$ cat src/hdl/ppsc_regs.svh
`ifndef PPSC_REGS_SVH
`define PPSC_REGS_SVH

// register indices; the byte address is four times the index
`define PPSC_IDX_CTRL    6'h00
`define PPSC_IDX_MASK    6'h01
`define PPSC_IDX_VMASK   6'h02
`define PPSC_IDX_SLPCFG  6'h03
`define PPSC_IDX_DPCFG   6'h04
`define PPSC_IDX_STATUS  6'h05

// control register bit positions
`define PPSC_B_SLP_REQ   0
`define PPSC_B_SLP_ARM   1
`define PPSC_B_DP_REQ    2
`define PPSC_B_DP_ARM    3
`define PPSC_B_INHIBIT   4
// thermal interrupt mask position in the mask register
`define PPSC_B_TMASK     5
// field positions inside the vmask and config registers
`define PPSC_F_HI        8

// fixed defaults of the volatile registers
`define PPSC_CTRL_RST    5'h00
`define PPSC_TMASK_RST   1'h0
`define PPSC_UVMASK_RST  5'h00
`define PPSC_OVMASK_RST  5'h00
// factory defaults of the programmable registers
`define PPSC_SLPON_RST   5'h1f
`define PPSC_SLPALT_RST  3'h7
`define PPSC_DPON_RST    5'h00
`define PPSC_DPALT_RST   3'h0

// axi responses
`define PPSC_RESP_OKAY   2'h0
`define PPSC_RESP_SLVERR 2'h2

// timing
`define PPSC_CLK_MHZ     200
`define PPSC_RETRY_MS    100
`define PPSC_RETRY_CYC   (`PPSC_RETRY_MS * 1000 * `PPSC_CLK_MHZ)

`endif

$ cat src/hdl/ppsc_pkg.sv
package ppsc_pkg;

  // power states of the controller
  typedef enum logic [2:0] {
    ST_RESET  = 3'h0,
    ST_SEQ    = 3'h1,
    ST_ACTIVE = 3'h2,
    ST_SLEEP  = 3'h3,
    ST_DEEP   = 3'h4,
    ST_THERM  = 3'h5,
    ST_VFAULT = 3'h6
  } ppsc_state_e;

  // asynchronous monitor inputs; bits [2:0] bucks, [4:3] linears
  typedef struct packed {
    logic       supply_low;
    logic       supply_high;
    logic       thermal_trip;
    logic       power_enable_pin;
    logic [4:0] reg_ov;
    logic [4:0] reg_uv;
    logic [4:0] ss_done;
  } ppsc_mon_s;

  // power outputs
  typedef struct packed {
    logic [4:0] reg_on;
    logic [2:0] buck_alt;
    logic [2:0] reset_n;
    logic       interrupt_out_n;
    logic       host_if_en;
    logic       host_if_flush;
  } ppsc_pwr_s;

  typedef struct packed {
    logic [7:0]  awaddr;
    logic        awvalid;
    logic [31:0] wdata;
    logic [3:0]  wstrb;
    logic        wvalid;
    logic        bready;
    logic [7:0]  araddr;
    logic        arvalid;
    logic        rready;
  } ppsc_axi_req_s;

  typedef struct packed {
    logic        awready;
    logic        wready;
    logic [1:0]  bresp;
    logic        bvalid;
    logic        arready;
    logic [31:0] rdata;
    logic [1:0]  rresp;
    logic        rvalid;
  } ppsc_axi_rsp_s;

  // complete state of the controller
  typedef struct packed {
    ppsc_state_e st;
    logic [24:0] timer;
    logic        pin_prev;
    logic [1:0]  pin_seen;  // enabled edges since reset, saturating at 3
    logic        deep_pin;
    logic [4:0]  ctrl;
    logic        tmask;
    logic [4:0]  uv_mask;
    logic [4:0]  ov_mask;
    logic [4:0]  slp_on;
    logic [2:0]  slp_alt;
    logic [4:0]  dp_on;
    logic [2:0]  dp_alt;
    ppsc_pwr_s   pwr;
    logic        aw_have;
    logic [7:0]  aw_addr;
    logic        w_have;
    logic [31:0] wdata;
    logic [3:0]  wstrb;
    logic        bvalid;
    logic [1:0]  bresp;
    logic        rvalid;
    logic [31:0] rdata;
    logic [1:0]  rresp;
  } ppsc_state_s;

endpackage : ppsc_pkg

$ cat src/hdl/ppsc_sync.sv
`timescale 1ns/1ps
`default_nettype none

// two-stage synchroniser; the first stage feeds only the second
module ppsc_sync #(
  parameter int unsigned W = 1
) (
  input  wire logic         aclk,
  input  wire logic         aresetn,
  input  wire logic         ce,
  input  wire logic [W-1:0] async_in,
  output logic      [W-1:0] sync_out
);

  typedef struct packed {
    logic [W-1:0] meta;  // may go metastable
    logic [W-1:0] stab;  // safe to read
  } ppsc_sync_s;

  ppsc_sync_s q;
  ppsc_sync_s d;

  // shift one stage per enabled edge
  always_comb
  begin
    d.meta = async_in;
    d.stab = q.meta;
  end

  always_ff @(posedge aclk)
  begin
    if (!aresetn)
      q <= '0;
    else if (ce)
      q <= d;
  end

  assign sync_out = q.stab;

endmodule : ppsc_sync

`default_nettype wire

$ cat src/hdl/ppsc_top.sv
// Functional notes
// [RULE1] reset state: regulators off, resets low
// [RULE2] reset state restores all register defaults
// [RULE3] supply in range leaves reset
// [RULE4] supply below low threshold forces reset
// [RULE5] active: all outputs on, no fault
// [RULE6] sleep uses each output's sleep setting
// [RULE7] sleep: bucks primary/alternate/off, linears primary/off
// [RULE8] sleep while request and arm both set
// [RULE9] host interface runs in sleep states
// [RULE10] deep sleep from bits or pin, own settings
// [RULE11] fault in deep sleep returns to active
// [RULE12] pin rising edge sets deep sleep arm
// [RULE13] armed pin falling edge enters deep sleep
// [RULE14] host toggles pin if high at power-up
// [RULE15] fault exit clears arm, needs fresh edges
// [RULE16] over temperature: thermal state, all off
// [RULE17] thermal mask blocks interrupt, not state
// [RULE18] regulator ov or late uv: fault state
// [RULE19] fault state retries active after 100ms
// [RULE20] inhibit bit blocks voltage fault state
// [RULE21] over-current acts only through under-voltage
// [RULE22] voltage masks block interrupt, status readable
// [RULE23] flush host interface entering low/fault states
// [RULE24] host interface off only in reset
// [RULE25] pin synchronised, one pulse per edge
//
// Our own choices: the address map and register access over AXI4-Lite.
`timescale 1ns/1ps
`default_nettype none

`include "ppsc_regs.svh"

module ppsc_top #(
  parameter int unsigned RETRY_CYCLES = `PPSC_RETRY_CYC
) (
  input  wire logic                     aclk,
  input  wire logic                     aresetn,
  input  wire logic                     ce,
  input  wire ppsc_pkg::ppsc_mon_s      mon,
  input  wire ppsc_pkg::ppsc_axi_req_s  axi_req,
  output ppsc_pkg::ppsc_axi_rsp_s       axi_rsp,
  output ppsc_pkg::ppsc_pwr_s           pwr
);

  // retry wait, counted down to zero in the fault state
  localparam logic [24:0] RETRY_LOAD = 25'(RETRY_CYCLES - 1);

  ppsc_pkg::ppsc_state_s q;          // registered state
  ppsc_pkg::ppsc_state_s d;          // next state
  ppsc_pkg::ppsc_mon_s   m;          // synchronised monitors
  logic                  rise;       // pin rising edge event
  logic                  fall;       // pin falling edge event
  logic                  vf_raw;     // regulator voltage fault
  logic                  vf_go;      // fault not inhibited
  logic                  sys_flt;    // fault that ends deep sleep
  logic                  deep_cond;  // deep sleep entry holds
  logic                  sleep_cond; // sleep entry holds
  logic                  awready;    // write address accepted
  logic                  wready;     // write data accepted
  logic                  arready;    // read address accepted
  logic [31:0]           wr_val;     // merged write value
  logic [5:0]            wr_idx;     // write register index

  // every monitor is asynchronous, so all pass two flops
  ppsc_sync #(
    .W ($bits(ppsc_pkg::ppsc_mon_s))
  ) u_sync (
    .aclk     (aclk),
    .aresetn  (aresetn),
    .ce       (ce),
    .async_in (mon),
    .sync_out (m)
  );

  // index lies inside the map
  function automatic logic ppsc_hit(input logic [7:0] addr);
    ppsc_hit = addr[7:2] <= `PPSC_IDX_STATUS;
  endfunction : ppsc_hit

  // byte lane merge of a write into the old value
  function automatic logic [31:0] ppsc_merge(
    input logic [31:0] old_v,
    input logic [31:0] new_v,
    input logic [3:0]  strb
  );
    ppsc_merge = old_v;
    for (int i = 0; i < 4; i++)
      if (strb[i])
        ppsc_merge[i*8 +: 8] = new_v[i*8 +: 8];
  endfunction : ppsc_merge

  // register read mux; unused bits read zero
  function automatic logic [31:0] ppsc_rd(
    input ppsc_pkg::ppsc_state_s s,
    input ppsc_pkg::ppsc_mon_s   mv,
    input logic [5:0]            idx
  );
    ppsc_rd = 32'h0;
    case (idx)
      `PPSC_IDX_CTRL:   ppsc_rd[4:0] = s.ctrl;
      `PPSC_IDX_MASK:   ppsc_rd[`PPSC_B_TMASK] = s.tmask;
      `PPSC_IDX_VMASK:
      begin
        ppsc_rd[4:0] = s.uv_mask;
        ppsc_rd[`PPSC_F_HI +: 5] = s.ov_mask;
      end
      `PPSC_IDX_SLPCFG:
      begin
        ppsc_rd[4:0] = s.slp_on;
        ppsc_rd[`PPSC_F_HI +: 3] = s.slp_alt;
      end
      `PPSC_IDX_DPCFG:
      begin
        ppsc_rd[4:0] = s.dp_on;
        ppsc_rd[`PPSC_F_HI +: 3] = s.dp_alt;
      end
      `PPSC_IDX_STATUS:
      begin
        // fault status stays visible even when masked
        ppsc_rd[2:0]   = s.st;
        ppsc_rd[12:8]  = mv.reg_uv; // [RULE22]
        ppsc_rd[20:16] = mv.reg_ov; // [RULE22]
        ppsc_rd[24]    = mv.thermal_trip;
        ppsc_rd[25]    = mv.supply_low;
        ppsc_rd[26]    = mv.supply_high;
      end
      default:          ppsc_rd = 32'h0;
    endcase
  endfunction : ppsc_rd

  // whole controller: bus slave, pin edges, power state machine
  always_comb
  begin
    d = q;
    d.pwr.host_if_flush = 1'b0;

    // the synchroniser shows its reset zero for two edges, so edges
    // count only once pin_prev holds a true sample; a pin high at
    // power-up is then not mistaken for a rising edge
    rise = (q.pin_seen == 2'h3) & m.power_enable_pin
         & ~q.pin_prev; // [RULE25]
    fall = (q.pin_seen == 2'h3) & ~m.power_enable_pin
         & q.pin_prev; // [RULE25]
    d.pin_prev = m.power_enable_pin;
    if (q.pin_seen != 2'h3)
      d.pin_seen = q.pin_seen + 2'h1;

    // over-current has no input here; it shows up as uv
    vf_raw  = (|m.reg_ov) | (|(m.reg_uv & m.ss_done)); // [RULE18] [RULE21]
    vf_go   = vf_raw & ~q.ctrl[`PPSC_B_INHIBIT]; // [RULE20]
    sys_flt = m.thermal_trip | vf_raw | m.supply_high;
    deep_cond  = q.ctrl[`PPSC_B_DP_ARM]
               & (q.ctrl[`PPSC_B_DP_REQ] | q.deep_pin); // [RULE10]
    // the pin plays no part in sleep entry
    sleep_cond = q.ctrl[`PPSC_B_SLP_REQ]
               & q.ctrl[`PPSC_B_SLP_ARM]; // [RULE8]

    // bus handshakes; one write and one read in flight
    awready = ~q.aw_have & ~q.bvalid;
    wready  = ~q.w_have & ~q.bvalid;
    arready = ~q.rvalid;
    wr_idx  = q.aw_addr[7:2];
    wr_val  = ppsc_merge(ppsc_rd(q, m, wr_idx), q.wdata, q.wstrb);

    if (axi_req.awvalid && awready)
    begin
      d.aw_have = 1'b1;
      d.aw_addr = axi_req.awaddr;
    end
    if (axi_req.wvalid && wready)
    begin
      d.w_have = 1'b1;
      d.wdata  = axi_req.wdata;
      d.wstrb  = axi_req.wstrb;
    end
    // both halves present: commit and answer
    if (q.aw_have && q.w_have)
    begin
      d.aw_have = 1'b0;
      d.w_have  = 1'b0;
      d.bvalid  = 1'b1;
      d.bresp   = ppsc_hit(q.aw_addr) ? `PPSC_RESP_OKAY
                                      : `PPSC_RESP_SLVERR;
      // writes in reset are answered but dropped
      if (ppsc_hit(q.aw_addr) && q.st != ppsc_pkg::ST_RESET) // [RULE24]
      begin
        case (wr_idx)
          `PPSC_IDX_CTRL:   d.ctrl  = wr_val[4:0];
          `PPSC_IDX_MASK:   d.tmask = wr_val[`PPSC_B_TMASK];
          `PPSC_IDX_VMASK:
          begin
            d.uv_mask = wr_val[4:0];
            d.ov_mask = wr_val[`PPSC_F_HI +: 5];
          end
          `PPSC_IDX_SLPCFG:
          begin
            d.slp_on  = wr_val[4:0];
            d.slp_alt = wr_val[`PPSC_F_HI +: 3];
          end
          `PPSC_IDX_DPCFG:
          begin
            d.dp_on  = wr_val[4:0];
            d.dp_alt = wr_val[`PPSC_F_HI +: 3];
          end
          default:          d.ctrl = d.ctrl; // status is read only
        endcase
      end
    end
    if (q.bvalid && axi_req.bready)
      d.bvalid = 1'b0;
    if (axi_req.arvalid && arready)
    begin
      d.rvalid = 1'b1;
      d.rdata  = ppsc_rd(q, m, axi_req.araddr[7:2]);
      d.rresp  = ppsc_hit(axi_req.araddr) ? `PPSC_RESP_OKAY
                                          : `PPSC_RESP_SLVERR;
    end
    if (q.rvalid && axi_req.rready)
      d.rvalid = 1'b0;

    // armed falling edge latches a pin request for deep sleep
    if (fall && q.ctrl[`PPSC_B_DP_ARM])
      d.deep_pin = 1'b1; // [RULE13]
    if (q.timer != 25'h0)
      d.timer = q.timer - 25'h1;

    // power state machine; supply drop beats all else
    if (q.st != ppsc_pkg::ST_RESET && m.supply_low)
      d.st = ppsc_pkg::ST_RESET; // [RULE4]
    else
    begin
      unique case (q.st)
        ppsc_pkg::ST_RESET:
          // wait for the supply window
          if (!m.supply_low && !m.supply_high)
            d.st = ppsc_pkg::ST_SEQ; // [RULE3]
        ppsc_pkg::ST_THERM:
          // restart through sequencing once cooled
          if (!m.thermal_trip)
            d.st = ppsc_pkg::ST_SEQ;
        ppsc_pkg::ST_VFAULT:
          // timed retry; a lasting fault comes straight back
          if (m.thermal_trip)
            d.st = ppsc_pkg::ST_THERM;
          else if (q.timer == 25'h0)
            d.st = ppsc_pkg::ST_ACTIVE; // [RULE19]
        ppsc_pkg::ST_DEEP:
          if (sys_flt)
          begin
            // fault exit disarms; new pin edges are needed
            d.st       = ppsc_pkg::ST_ACTIVE; // [RULE11]
            d.ctrl[`PPSC_B_DP_ARM] = 1'b0; // [RULE15]
            d.deep_pin = 1'b0; // [RULE15]
          end
          else if (!deep_cond)
            d.st = sleep_cond ? ppsc_pkg::ST_SLEEP
                              : ppsc_pkg::ST_ACTIVE; // [RULE10]
        ppsc_pkg::ST_SEQ,
        ppsc_pkg::ST_ACTIVE,
        ppsc_pkg::ST_SLEEP:
          if (m.thermal_trip)
            d.st = ppsc_pkg::ST_THERM; // [RULE16]
          else if (vf_go)
            d.st = ppsc_pkg::ST_VFAULT; // [RULE18]
          else if (deep_cond)
            d.st = ppsc_pkg::ST_DEEP; // [RULE10]
          else if (sleep_cond)
            d.st = ppsc_pkg::ST_SLEEP; // [RULE8]
          else
            d.st = ppsc_pkg::ST_ACTIVE; // [RULE5]
        default:
          d.st = ppsc_pkg::ST_RESET;
      endcase
    end

    // rising edge arms after the state logic, so set wins
    if (rise)
    begin
      d.ctrl[`PPSC_B_DP_ARM] = 1'b1; // [RULE12]
      d.deep_pin = 1'b0;
    end
    if (d.st == ppsc_pkg::ST_VFAULT && q.st != ppsc_pkg::ST_VFAULT)
      d.timer = RETRY_LOAD; // [RULE19]

    // any time in reset holds every register at its default
    if (d.st == ppsc_pkg::ST_RESET)
    begin
      d.ctrl     = `PPSC_CTRL_RST; // [RULE2]
      d.tmask    = `PPSC_TMASK_RST; // [RULE2]
      d.uv_mask  = `PPSC_UVMASK_RST;
      d.ov_mask  = `PPSC_OVMASK_RST;
      d.slp_on   = `PPSC_SLPON_RST; // [RULE2]
      d.slp_alt  = `PPSC_SLPALT_RST;
      d.dp_on    = `PPSC_DPON_RST;
      d.dp_alt   = `PPSC_DPALT_RST;
      d.deep_pin = 1'b0;
    end

    // regulator and reset pins follow the next state
    case (d.st)
      ppsc_pkg::ST_ACTIVE:
      begin
        d.pwr.reg_on   = 5'h1f; // [RULE5]
        d.pwr.buck_alt = 3'h0;
        d.pwr.reset_n  = 3'h7;
      end
      ppsc_pkg::ST_SLEEP:
      begin
        // linears have no alternate select at all
        d.pwr.reg_on   = q.slp_on; // [RULE6]
        d.pwr.buck_alt = q.slp_alt & q.slp_on[2:0]; // [RULE7]
        d.pwr.reset_n  = 3'h7;
      end
      ppsc_pkg::ST_DEEP:
      begin
        d.pwr.reg_on   = q.dp_on; // [RULE10]
        d.pwr.buck_alt = q.dp_alt & q.dp_on[2:0];
        d.pwr.reset_n  = 3'h7;
      end
      ppsc_pkg::ST_SEQ:
      begin
        // regulators ramp while resets are still held
        d.pwr.reg_on   = 5'h1f;
        d.pwr.buck_alt = 3'h0;
        d.pwr.reset_n  = 3'h0;
      end
      default:
      begin
        // reset, thermal and voltage fault: all off
        d.pwr.reg_on   = 5'h00; // [RULE1] [RULE16] [RULE18]
        d.pwr.buck_alt = 3'h0;
        d.pwr.reset_n  = 3'h0; // [RULE1] [RULE16] [RULE18]
      end
    endcase

    // masks gate only the interrupt, never the states
    d.pwr.interrupt_out_n = ~((m.thermal_trip & ~q.tmask)
                            | (|(m.reg_uv & ~q.uv_mask))
                            | (|(m.reg_ov & ~q.ov_mask))); // [RULE17] [RULE22]
    // bus stays up in sleep, deep sleep and faults
    d.pwr.host_if_en = d.st != ppsc_pkg::ST_RESET; // [RULE9] [RULE24]
    // drop any transfer in flight on these entries
    if (d.st != q.st && (d.st == ppsc_pkg::ST_SLEEP
        || d.st == ppsc_pkg::ST_DEEP || d.st == ppsc_pkg::ST_VFAULT
        || d.st == ppsc_pkg::ST_THERM))
      d.pwr.host_if_flush = 1'b1; // [RULE23]
  end

  // state register; ce low freezes everything
  always_ff @(posedge aclk)
  begin
    if (!aresetn)
    begin
      q          <= '0;
      q.st       <= ppsc_pkg::ST_RESET;
      q.pwr.interrupt_out_n <= 1'b1;
      q.slp_on   <= `PPSC_SLPON_RST;
      q.slp_alt  <= `PPSC_SLPALT_RST;
      q.dp_on    <= `PPSC_DPON_RST;
      q.dp_alt   <= `PPSC_DPALT_RST;
    end
    else if (ce)
      q <= d;
  end

  // outputs
  assign pwr             = q.pwr;
  assign axi_rsp.awready = awready;
  assign axi_rsp.wready  = wready;
  assign axi_rsp.arready = arready;
  assign axi_rsp.bvalid  = q.bvalid;
  assign axi_rsp.bresp   = q.bresp;
  assign axi_rsp.rvalid  = q.rvalid;
  assign axi_rsp.rdata   = q.rdata;
  assign axi_rsp.rresp   = q.rresp;
endmodule : ppsc_top

`default_nettype wire

$ cat config.mk
export PLATFORM = sky130hd
export DESIGN_NAME = ppsc_top
export DESIGN_NICKNAME = d
export VERILOG_FILES = /design/src/hdl/ppsc_pkg.sv /design/src/hdl/ppsc_sync.sv /design/src/hdl/ppsc_top.sv
export VERILOG_INCLUDE_DIRS = /design/src /design/src/hdl
export SDC_FILE = /design/constraint.sdc
export NUM_CORES = 1
export LEC_CHECK = 0
export BUFFER_PORTS_ARGS = -buffer_cell sky130_fd_sc_hd__buf_2
export CAP_MARGIN = 5
export CORE_MARGIN = 10
export CORE_UTILIZATION = 30
export CTS_CLUSTER_DIAMETER = 30
export DETAILED_ROUTE_END_ITERATION = 10
export HOLD_SLACK_MARGIN = 0.06
export PLACE_DENSITY = 0.58
export REMOVE_ABC_BUFFERS = 1
export SYNTH_ARGS = -nofsm -noshare
export SYNTH_HDL_FRONTEND = slang
export SYNTH_SLANG_ARGS = --single-unit
$ cat constraint.sdc
create_clock -name aclk -period 6.89 [get_ports aclk]
set_clock_uncertainty 0.05 [all_clocks]
set_input_delay 1.378 -clock aclk [delete_from_list [all_inputs] [get_ports aclk]]
set_output_delay 1.378 -clock aclk [all_outputs]
set_load 0.05 [all_outputs]
==> flow_summary.toml <==
[global_route]
antenna_found_initial = 0
grt_pass1_wl_um = 37120
first_global_vias = 6660
grt_max_degree = 56
grt_overflow = 0
grt_usage_pct = 13.53

[route]
first_pass_iters = 6
wl_met2_um = 10670
drt_iter0_drc = 637
routed_wl_um = 22780
wl_met3_um = 1243
num_vias = 6739
wl_per_cell_um = 17.77
antenna_left = 0
wl_met1_um = 10480
viasPerCell = 5.257
top_layer_used = "met4"
drc = 0

[yosys]
ys_async_sr_fraction_pct = 0
syn_inst = 913
yosysSeqAreaShare_pct = 39.70
ys.flop_type = "dfxtp_1"
synthDistinctLibCells = 79
synth_edf_count = 0
synth.avg_cell_area_sq_um = 8.726
ys_warn_count = 0
synth_seq_cells = 158
syn_area_sq_um = 7966

[timing]
tightest_slew_ns = 1.169
finalCritPeriodShare_pct = 52.62
relSlewSlack_pct = 21.32
hold_viol_final = 0
fin_crit_ns = 3.626
max_freq_mhz = 275.8
setup_violations = 0
setup_tns_ns = 0
drv_slew = 0
rsz0062_at_grt = "no"

[worst_hold_path]
min-delay-start = "axi_rsp[23]"
hold_class = "reg2reg"
holdPathStages = 2
hold-path-endpoint = "axi_rsp[23]"

[pwr]
power_switching_w = 0.0009493
peakVddDrop_v = 0.0001579
p_per_area_nw_per_um2 = 306.6
pwr-share-clk_pct = 34.9
combinationalPowerShare_pct = 25.9
power_frac_seq_pct = 39.2
swShare_pct = 34.78
p_int_w = 0.001780
static-leakage-power_nw = 3.441

[clock_network]
clock_sinks = 158
ctsRootBufferMaster = "clkbuf_16"
numCtsBuffers = 17
holdBufCountCts = 0
cts_post_setup_buffers_inserted = 0
clkLatencyLatePin_ns = 0.43
cts_tree = "yes"
htree_levels = 4
clk_pin_slew_worst_paths_ns = 0.07
cts_buffer_depth = 2
ctsResizeCount = 0

[floorplanning]
die_area_sq_um = 33470
rows = 59
num_io_pins = 134
start_util_pct = 30.57
die_y_um = 183.0
core_sq_um = 26060
die_w_um = 183.0

[placed_design]
dp_cells = 1250
port_buffers = 91
place_hpwl_um = 16080
gp_congestion = 0.9061

[layout]
fin_cells = 1282
drive_above_1_share_pct = 17.85
synthToLayoutAreaGrowth_pct = 11.76
diodes = 0
final_util_pct = 34.17
nNetsFinal = 1015

[worst_setup_path]
worstPathArrival_ns = 3.94
r2r-start = "q[146]"
crit_fanout = 55
cp-start-kind = "primary input"
end_kind = "flip-flop"
reg2reg_depth = 7
regToRegSetupSlack_ns = 3.31
r2r-end = "q[115]"
path_class = "in2reg"
required_ns = 7.20

[status]
status = "finished, final reports clean"

[flow_run]
cap_violations = 0
-- synthesized netlist by cell type, types with 4 or more instances --
master | n | area [sq um]
a32oi_1 | 14 | 122.6
buf_1 | 5 | 18.77
xor2_1 | 10 | 87.58
nor4_1 | 10 | 62.56
o22ai_1 | 7 | 43.79
xnor2_1 | 12 | 105.1
nor2_1 | 100 | 375.4
nand2_1 | 86 | 322.8
a221o_1 | 7 | 70.07
mux2i_1 | 52 | 520.5
nand3_1 | 31 | 155.2
dfxtp_1 | 158 | 3163
a221oi_1 | 11 | 96.34
o211ai_2 | 6 | 75.07
o21ai_0 | 19 | 95.09
o2bb2ai_1 | 15 | 131.4
or3_1 | 11 | 68.82
buf_4 | 56 | 420.4
a222oi_1 | 4 | 40.04
clkbuf_1 | 42 | 157.7
and3_1 | 18 | 112.6
nand4_1 | 10 | 62.56
a21oi_1 | 61 | 305.3
nor3_1 | 21 | 105.1
a211oi_1 | 5 | 37.54
nand2b_1 | 5 | 31.28
inv_1 | 24 | 90.09
mux2_2 | 7 | 78.83
a22oi_1 | 11 | 82.58
a2bb2oi_1 | 8 | 70.07
buf_2 | 4 | 20.02
-- metal layers --
layer	track usage, %	vias to the layer above
li1	-	3310
met1	17.62	3196
met2	21.89	204
met3	3.209	29
met4	3.744	0
met5	0	-
-- flip-flops by register name, indices dropped and copies added, names as in the netlist --
name             flops
q                   85
axi_rsp             23
u_sync.d            19
u_sync.sync_out     19
pwr                 12
-- placed cells by master, fill, tap and decap left out, types with 7 or more instances in the layout --
cell       synthesis  final
a2bb2oi_1          8      8
o21ai_0           19     19
mux2_2             7      7
nand4_1           10     10
buf_2              4     90
a221o_1            7      7
a221oi_1          11     11
or3_1             11     11
nor3_1            21     21
xnor2_1           12     12
mux2i_1           52     52
a22oi_1           11     11
nor4_1            10     10
nand3_1           31     31
o2bb2ai_1         15     15
dfxtp_1          158    158
clkbuf_16          0     17
conb_1             1     15
xor2_1            10     10
nor2_1           100    100
and3_1            18     18
a32oi_1           14     14
a21oi_1           61     61
inv_1             24     24
nand2_1           86     86
o22ai_1            7      7
-- how the worst max path moves through the flow --
stage                     startpoint      end  slack [ns]  cells after the start
after floorplan              aresetn  pwr[11]        2.41                      4
after global placement       aresetn   q[129]        2.76                      6
final                        aresetn   q[127]        3.26                      6
after global routing         aresetn  pwr[11]        2.89                      6
after detailed placement     aresetn   q[127]        2.73                      6
after CTS                    aresetn   q[127]        3.17                      6
-- layout make-up --
| class | count | area [sq um] |
|---|---|---|
| fill | 2719 | 17160 |
| multi-input combinational | 636 | 4140 |
| sequential | 158 | 3163 |
| timing repair buffer | 96 | 495.5 |
| clock buffer | 18 | 439.2 |
| tap | 335 | 419.2 |
| clock inverter | 14 | 151.4 |
| inverter | 25 | 95.09 |
-- worst max-delay path, cell delays in order --
cell and delay (ns):
buf_2 0.08, buf_4 0.36, clkinv_2 0.70, nor2_1 1.00, a31o_2 0.27, o2bb2ai_1 0.12
-- cells by family after synthesis --
| group | share of synthesized area, % |
|---|---|
| flip-flops | 39.70 |
| other | 0.04707 |
| adder cells (fa/ha/maj) | 0.3141 |
| XOR/XNOR | 2.419 |
| multiplexers | 7.523 |
| AO/OA/AOI/OAI | 20.43 |
| buffers and inverters | 9.062 |
| AND/OR/NAND/NOR | 20.50 |
-- stage by stage --
step	setup WS, ns	area [sq um]	hold slack (ns)	total power [W]
after detailed placement	2.725	8313	0.3920	0.001792
after CTS	3.170	8904	0.4017	0.002747
after global placement	2.757	8313	0.3865	0.001781
after global routing	2.886	8904	0.4228	0.002879
final	3.264	8904	0.3987	0.002730
after floorplan	2.411	7391	0.3812	0.001615
-- power by group through the flow --
stage          clock, W  combinational, W  sequential [W]
2_1_floorplan         0          0.000492         0.00112
3_3_place_gp          0          0.000697         0.00108
3_5_place_dp          0          0.000704         0.00109
4_1_cts        0.000970          0.000709         0.00107
5_1_grt         0.00102          0.000781         0.00108
6_report       0.000953          0.000708         0.00107
(Power assumes the default switching activity.)
